### src/mmsd_pkg.sv
// Purpose: constants for the memory map strobe decoder
// Assumes: 16-bit code and data address space, 8-bit data
// Notes:   ranges are inclusive, given as low and high addresses
package mmsd_pkg;
  localparam int unsigned ADDR_W = 16;
  localparam int unsigned DATA_W = 8;
  typedef enum logic [1:0] {
    MMSD_RAM_8K  = 2'b00,
    MMSD_RAM_4K  = 2'b01,
    MMSD_ROM_8K  = 2'b10,
    MMSD_ROM_32K = 2'b11
  } mmsd_variant_t;
  localparam logic [15:0] GP_RAM_LO   = 16'h0000;
  localparam logic [15:0] GP_RAM_HI   = 16'h1B3F;
  localparam logic [15:0] ALIAS_LO    = 16'h1B40;
  localparam logic [15:0] ALIAS_HI    = 16'h1F3F;
  localparam logic [15:0] BULK_LO     = 16'h7B40;
  localparam logic [15:0] BULK_HI     = 16'h7F3F;
  localparam logic [15:0] CTRL_LO     = 16'h7F40;
  localparam logic [15:0] CTRL_HI     = 16'h7FFF;
  localparam logic [15:0] ISO_LO      = 16'h2000;
  localparam logic [15:0] ISO_HI      = 16'h27FF;
  localparam logic [15:0] ROM8_CODE_HI  = 16'h1FFF;
  localparam logic [15:0] ROM8_DATA_HI  = 16'h07FF;
  localparam logic [15:0] ROM32_CODE_HI = 16'h7FFF;
  localparam logic [15:0] ROM32_DATA_HI = 16'h0FFF;
  localparam int unsigned BUF_BLK_BYTES = 64;
  localparam int unsigned BUF_COUNT     = 16;
  localparam logic [3:0]  BUF_BLK_SHIFT = 4'h6;
endpackage

### src/mmsd_decoder.sv
// Purpose: qualify external fetch/read/write strobes by the internal map
// Assumes: core strobes active low, same-clock as this block
// Notes:   decode is combinational; only the code select pin is registered
`timescale 1ns/1ps
`default_nettype none
module mmsd_decoder #(
  parameter mmsd_pkg::mmsd_variant_t VARIANT = mmsd_pkg::MMSD_RAM_8K
) (
  input  wire logic                          clk,
  input  wire logic                          rstn,
  input  wire logic                          external_code_select,
  input  wire logic                          iso_endpoint_disable,
  input  wire logic [mmsd_pkg::ADDR_W-1:0]   core_addr,
  input  wire logic [mmsd_pkg::DATA_W-1:0]   core_wdata,
  input  wire logic                          core_fetch_n,
  input  wire logic                          core_rd_n,
  input  wire logic                          core_wr_n,
  output logic [mmsd_pkg::ADDR_W-1:0]        ext_addr,
  output logic [mmsd_pkg::DATA_W-1:0]        ext_wdata,
  output logic                               ext_data_oe,
  output logic                               program_fetch_strobe_n,
  output logic                               ext_rd_n,
  output logic                               ext_wr_n,
  output logic                               ext_cs_n,
  output logic                               ext_oe_n,
  output logic                               int_code_sel,
  output logic                               int_data_sel,
  output logic                               int_gp_ram_sel,
  output logic                               int_bulk_sel,
  output logic                               int_ctrl_sel,
  output logic                               int_iso_ram_sel,
  output logic [3:0]                         alias_buf_index,
  output logic                               alias_buf_dir_in,
  output logic                               port_strobe_claim
);
  function automatic logic in_rng(input logic [15:0] a, input logic [15:0] lo, input logic [15:0] hi);
    in_rng = (a >= lo) && (a <= hi);
  endfunction

  // code select pin passes two flops before use
  logic sel_meta_q;
  logic sel_sync_q;
  always_ff @(posedge clk) begin
    if (!rstn) begin
      sel_meta_q <= 1'b0;
      sel_sync_q <= 1'b0;
    end else begin
      sel_meta_q <= external_code_select;
      sel_sync_q <= sel_meta_q;
    end
  end

  wire is_rom  = (VARIANT == mmsd_pkg::MMSD_ROM_8K) || (VARIANT == mmsd_pkg::MMSD_ROM_32K);
  wire is_ram8 = (VARIANT == mmsd_pkg::MMSD_RAM_8K);

  // region hits
  wire hit_gp    = in_rng(core_addr, mmsd_pkg::GP_RAM_LO, mmsd_pkg::GP_RAM_HI);
  wire hit_bulk  = in_rng(core_addr, mmsd_pkg::BULK_LO, mmsd_pkg::BULK_HI);
  wire hit_ctrl  = in_rng(core_addr, mmsd_pkg::CTRL_LO, mmsd_pkg::CTRL_HI);
  wire hit_alias = is_ram8 && in_rng(core_addr, mmsd_pkg::ALIAS_LO, mmsd_pkg::ALIAS_HI);
  wire hit_iso   = iso_endpoint_disable && in_rng(core_addr, mmsd_pkg::ISO_LO, mmsd_pkg::ISO_HI);
  wire hit_r8d   = in_rng(core_addr, mmsd_pkg::GP_RAM_LO, mmsd_pkg::ROM8_DATA_HI);
  wire hit_r32d  = in_rng(core_addr, mmsd_pkg::GP_RAM_LO, mmsd_pkg::ROM32_DATA_HI);
  wire hit_r8c   = in_rng(core_addr, mmsd_pkg::GP_RAM_LO, mmsd_pkg::ROM8_CODE_HI);
  wire hit_r32c  = in_rng(core_addr, mmsd_pkg::GP_RAM_LO, mmsd_pkg::ROM32_CODE_HI);

  // data RAM per variant
  wire hit_data_ram = (VARIANT == mmsd_pkg::MMSD_ROM_8K)  ? hit_r8d :
                      (VARIANT == mmsd_pkg::MMSD_ROM_32K) ? hit_r32d :
                      hit_gp;
  wire data_int = hit_data_ram || hit_bulk || hit_ctrl || hit_alias || hit_iso;

  // code internal per variant
  wire code_int = (VARIANT == mmsd_pkg::MMSD_ROM_8K)  ? hit_r8c :
                  (VARIANT == mmsd_pkg::MMSD_ROM_32K) ? hit_r32c :
                  (!sel_sync_q && hit_gp);

  wire fetch_act = !core_fetch_n;
  wire rd_act    = !core_rd_n;
  wire wr_act    = !core_wr_n;

  // qualified strobes, combinational within the bus cycle
  assign program_fetch_strobe_n = !(fetch_act && !code_int);
  assign ext_rd_n = !(rd_act && !data_int);
  assign ext_wr_n = !(wr_act && !data_int);
  assign ext_cs_n = ext_rd_n && ext_wr_n && program_fetch_strobe_n;
  assign ext_oe_n = ext_rd_n && program_fetch_strobe_n;

  // internal selects; RAM variants merge fetch and read in low RAM
  assign int_code_sel    = fetch_act && code_int;
  assign int_data_sel    = (rd_act || wr_act) && data_int;
  assign int_gp_ram_sel  = (fetch_act && code_int && !is_rom) || ((rd_act || wr_act) && hit_data_ram);
  assign int_bulk_sel    = (rd_act || wr_act) && (hit_bulk || hit_alias);
  assign int_ctrl_sel    = (rd_act || wr_act) && hit_ctrl;
  assign int_iso_ram_sel = (rd_act || wr_act) && hit_iso;

  // alias buffers: 64-byte blocks, endpoint 7 out lowest
  wire [15:0] alias_off = core_addr - mmsd_pkg::ALIAS_LO;
  wire [3:0]  blk       = alias_off[mmsd_pkg::BUF_BLK_SHIFT +: 4];
  assign alias_buf_index  = 4'hF - blk;
  assign alias_buf_dir_in = blk[0];

  // expansion bus: address and data outward only
  assign ext_addr          = core_addr;
  assign ext_wdata         = core_wdata;
  assign ext_data_oe       = !ext_wr_n;
  assign port_strobe_claim = !sel_sync_q ? 1'b0 : 1'b1;
endmodule
`default_nettype wire

### config.mk
export PLATFORM = sky130hd
export DESIGN_NAME = mmsd_decoder
export DESIGN_NICKNAME = d
export VERILOG_FILES = /design/src/mmsd_pkg.sv /design/src/mmsd_decoder.sv
export SDC_FILE = /design/constraint.sdc
export NUM_CORES = 1
export LEC_CHECK = 0
export BUFFER_PORTS_ARGS = -buffer_cell sky130_fd_sc_hd__clkbuf_2
export CAP_MARGIN = 0
export CORE_MARGIN = 8
export CORE_UTILIZATION = 33
export DETAILED_ROUTE_END_ITERATION = 10
export GPL_TIMING_DRIVEN = 0
export PLACE_DENSITY_LB_ADDON = 0.3
export SYNTH_ARGS = -nofsm -noshare
export SYNTH_HDL_FRONTEND = slang
export SYNTH_SLANG_ARGS = --single-unit
### constraint.sdc
create_clock -name clk -period 2.5 [get_ports clk]
set_input_delay 0.125 -clock clk [delete_from_list [all_inputs] [get_ports clk]]
set_output_delay 0.125 -clock clk [all_outputs]
set_load 0.005 [all_outputs]
# Yosys cells after proc, flatten, opt, wreduce, memory -nomap -nowiden
# Index checks and enable logic that the tools add are counted.
[op_classes]
n_addsub = 2
multipliers = 0
div_mod_pow = 0
n_lt_le_gt_ge = 10
eq_ne = 0
shift = 0
muxes = 1
bitwise_logic = 0
n_reduce_logical = 35
[op_table]
columns = ["cell", "n"]
rows = [
  ["$ge A16 B15 Y1 const B", 2],
  ["$le A16 B13 Y1 const B", 2],
  ["$le A16 B15 Y1 const B", 2],
  ["$logic_and A1 B1 Y1", 19],
  ["$ge A16 B1 Y1 const B", 1],
  ["$ge A16 B13 Y1 const B", 1],
  ["$ge A16 B14 Y1 const B", 1],
  ["$le A16 B14 Y1 const B", 1],
  ["$sub A10 B10 Y10 const B", 1],
  ["$logic_not A1 Y1", 9],
  ["$logic_or A1 B1 Y1", 7],
  ["$sub A4 B4 Y4 const A", 1],
  ["$mux W1", 1],
]
[word_totals]
regBits = 2
latchBits = 0
ramBits = 0
mem_bits_ro = 0
inputBits = 31
output_inout_bits = 42
wordCells = 50
memories = 0

# Depth between registers and ports, before layout
[logic_depth]
word_depth = 11
mapped_depth = 7
ltp_nobuf = 7

# Worst setup path after synthesis
# Ideal clock, no wire load.
[synth_path]
kind = "input to output"
start = "input port core_addr[6] (netlist bit)"
end = "output port ext_rd_n"
t_arrival_ns = 1.374
required_time_ns = 2.375
setup_slack_ns = 1.001
stages = 6
n_path_buf = 0
cell_sequence = "inv_1 > ha_1 > or3_1 > o21ai_2 > nand4_2 > or2_1"
[synth_via]
elab_chain_len = 9
elab_cells_between_ends = 23
cone_classes = "order compare: 10; reduce/logical: 13"
[synth_rtl]
columns = ["element", "line_no", "rtl"]
rows = [
  ["start: declaration", "mmsd_decoder.sv:13", "input wire logic [mmsd_pkg::ADDR_W-1:0] core_addr,"],
  ["$ge A16 B1 Y1 (tied with other cells)", "n/a", ""],
  ["$logic_and A1 B1 Y1", "mmsd_decoder.sv:37", "in_rng = (a >= lo) && (a <= hi);"],
  ["$logic_or A1 B1 Y1 (3 in series)", "mmsd_decoder.sv:71", "wire data_int = hit_data_ram || hit_bulk || hit_ctrl || hit_alias || hit_iso;"],
  ["$logic_or A1 B1 Y1 *", "mmsd_decoder.sv:71", ""],
  ["$logic_not A1 Y1 *", "mmsd_decoder.sv:84", "assign ext_rd_n = !(rd_act && !data_int);"],
  ["$logic_and A1 B1 Y1 *", "mmsd_decoder.sv:84", ""],
  ["$logic_not A1 Y1 *", "mmsd_decoder.sv:84", ""],
  ["end: declaration", "mmsd_decoder.sv:22", "output logic ext_rd_n,"],
]
# Every way passes the cells marked *; elsewhere a longest branch is shown, timed or not.

# Worst setup path in the final report
# Ends and elaborated chain as after synthesis.

==> impl_metrics.tcl <==
set metrics [dict create \
    outcome "completed" \
    gp_congestion 0.708 \
    ios 73 \
    syn_nets 109 \
    tns_ns 0 \
    r2r-start "sel_meta_q" \
    min_period_over_period_pct 75.0 \
    hold_violations 0 \
    globalRoute.busiestLayer "met2" \
    die_area_mm2 0.00328 \
    dp_hpwl_mm 1.77 \
    io_buffers 64 \
    syn_inst 75 \
    final-max-slew-violation-count 0 \
    leakage_nw 0.548 \
    diodes 0 \
    placed_area_um2 903 \
    htree_levels 1 \
    viasPerCell 4.47 \
    critPathLaunchType "primary input" \
    syn_area_um2 562 \
    clkLatencyLatePin_ns 0.22 \
    fp.coreArea_mm2 0.00167 \
    cts_buffers 3 \
    r2r_slack_ns 1.97 \
    dieWidth_um 57.3 \
    grt_overflow 0 \
    rsz0062_at_grt "no" \
    post_cts_resized 0 \
    async_flop_share_pct 0 \
    cts_setup_buffers 0 \
    grt_pass1_vias 747 \
    skew_ns 0.000709 \
    dieHeight_um 57.3 \
    cts_tree "built" \
    antenna_found_initial 0 \
    synth_top_area_share_pct 33.4 \
    wl_per_cell_um 12.2 \
    wl_mm 1.94 \
    cts.clk_slew.worst_paths_ns 0.03 \
    use_met1_pct 10.9 \
    max-cap-violations 0 \
    hold_depth 2 \
    period_needed_ns 1.88 \
    start_util_pct 33.6 \
    grt_max_degree 7 \
    first_iter_violations 8 \
    peakVddDrop_mv 0.260 \
    drcViolationCount 0 \
    synth-main-ff-cell "dfxtp_1" \
    nFillCells 163 \
    avgSynthCellArea_um2 7.49 \
    synth_top_area_cell "buf_4" \
    grtUsageTotal_pct 11.6 \
    ys_types 28 \
    yosys-top-cells-count "buf_4 (25), nor2_1 (5), inv_1 (4)" \
    reg2reg_to "sel_sync_q" \
    ys_ff_latch 2 \
    maxSlewHeadroom_pct 73.1 \
    nNetsFinal 178 \
    design_area_um2 926 \
    cts_buffer_depth 2 \
    synth_edf_count 0 \
    firstDrtPassIters 4 \
    worst-setup-path-type "in2out" \
    worstRegToRegCells 1 \
    hold_path_class "in2reg" \
    cts_sinks 2 \
    rows 15 \
    use_met2_pct 22.2 \
    ys_warn_count 0 \
    holdBufCountCts 0 \
    power-per-cell-area_mw_per_mm2 255 \
    crit_path_end_kind "primary output" \
    synthTopCellsByArea "buf_4 (33%), dfxtp_1 (7.1%), ha_1 (6.7%)" \
    min_from "external_code_select" \
    arrival_ns 1.75 \
    max_freq_ghz 0.533 \
    cts_root_buffer "clkbuf_4" \
    post-synth-top-count-cell "buf_4" \
    synthToLayoutAreaGrowth_pct 64.8 \
    tightest_slew_ns 0.393 \
    final-setup-viol-count 0 \
    grt_pass1_wl_mm 3.17 \
    crit_fanout 6 \
    holdPathEnd "sel_meta_q" \
    drive_above_1_share_pct 68.3 \
    ant_nets 0 \
    yosysSeqAreaShare_pct 7.13 \
    crit_required_ns 2.38 \
    use_met3_pct 3.59 \
    vias 710 \
]
## sequential cells by signal (all words and copies together), names as in the netlist
signal and cells:
sel_sync_q 1, sel_meta_q 1
## through the flow
stage                     total power, mW  setup WS (ns)  instances  util (%)  hold WS [ns]
after floorplan                    0.0994           1.00         75         -         0.247
after global placement              0.166          0.662        156      54.1         0.327
after detailed placement            0.169          0.605        156      54.1         0.342
after CTS                           0.244          0.600        159      55.4         0.107
after global routing                0.259          0.500        159      55.4         0.111
final                               0.236          0.625        159      55.4         0.112
## critical path, cell delays in order
cell	delay, ns
clkbuf_2	0.13
inv_1	0.08
ha_1	0.27
or3_1	0.40
o21ai_2	0.21
nand4_2	0.17
or2_1	0.26
clkbuf_2	0.11
## area by class of cell
class | instances | area, um^2 | area share [%]
Timing Repair Buffer | 64 | 320 | 34.6
Multi-Input combinational cell | 44 | 319 | 34.5
Buffer | 25 | 188 | 20.3
Sequential cell | 2 | 40.0 | 4.32
Clock buffer | 3 | 22.5 | 2.43
Tap cell | 17 | 21.3 | 2.30
Inverter | 4 | 15.0 | 1.62
## routing by layer
layer / share of wire (%) / wire (um)
met1: 36 / 700
met2: 55 / 1070
met3: 8.4 / 162
met4: 0.57 / 11
met5: 0 / 0
## how the worst max path moves through the flow
stage	startpoint	end	slack, ns	cells after the start
final	core_addr[6]	ext_rd_n	0.62	8
after global routing	core_addr[6]	ext_rd_n	0.50	8
after CTS	core_addr[6]	ext_rd_n	0.60	8
after detailed placement	core_addr[6]	ext_rd_n	0.60	8
after global placement	core_addr[6]	ext_rd_n	0.66	8
after floorplan	core_addr[6]	ext_rd_n	1.00	6
## power breakdown
group / leakage [nW] / switching, mW / internal, mW
registers: 0.0166 / 0.000681 / 0.0337
clock network: 0.0138 / 0.0162 / 0.0528
logic: 0.517 / 0.0570 / 0.0755
total: 0.548 / 0.0739 / 0.162
## cells by family after synthesis
family	synth area share, %
compound gates	17.4
flops	7.13
fa+ha+maj	6.68
buf+inv	36.1
simple gates	28.1
xor+xnor	4.68
## cell usage in the layout (no fill, tap or decap), drive strengths merged, types with 3 or more instances in the layout
master,synthesis,routed
o21a,3,3
nor2,5,5
xor2,3,3
buf,25,25
ha,3,3
o21ai,3,3
inv,4,4
nand4,3,3
and2,3,3
clkbuf,0,67
Note: power is estimated with default switching activity, not from simulation.
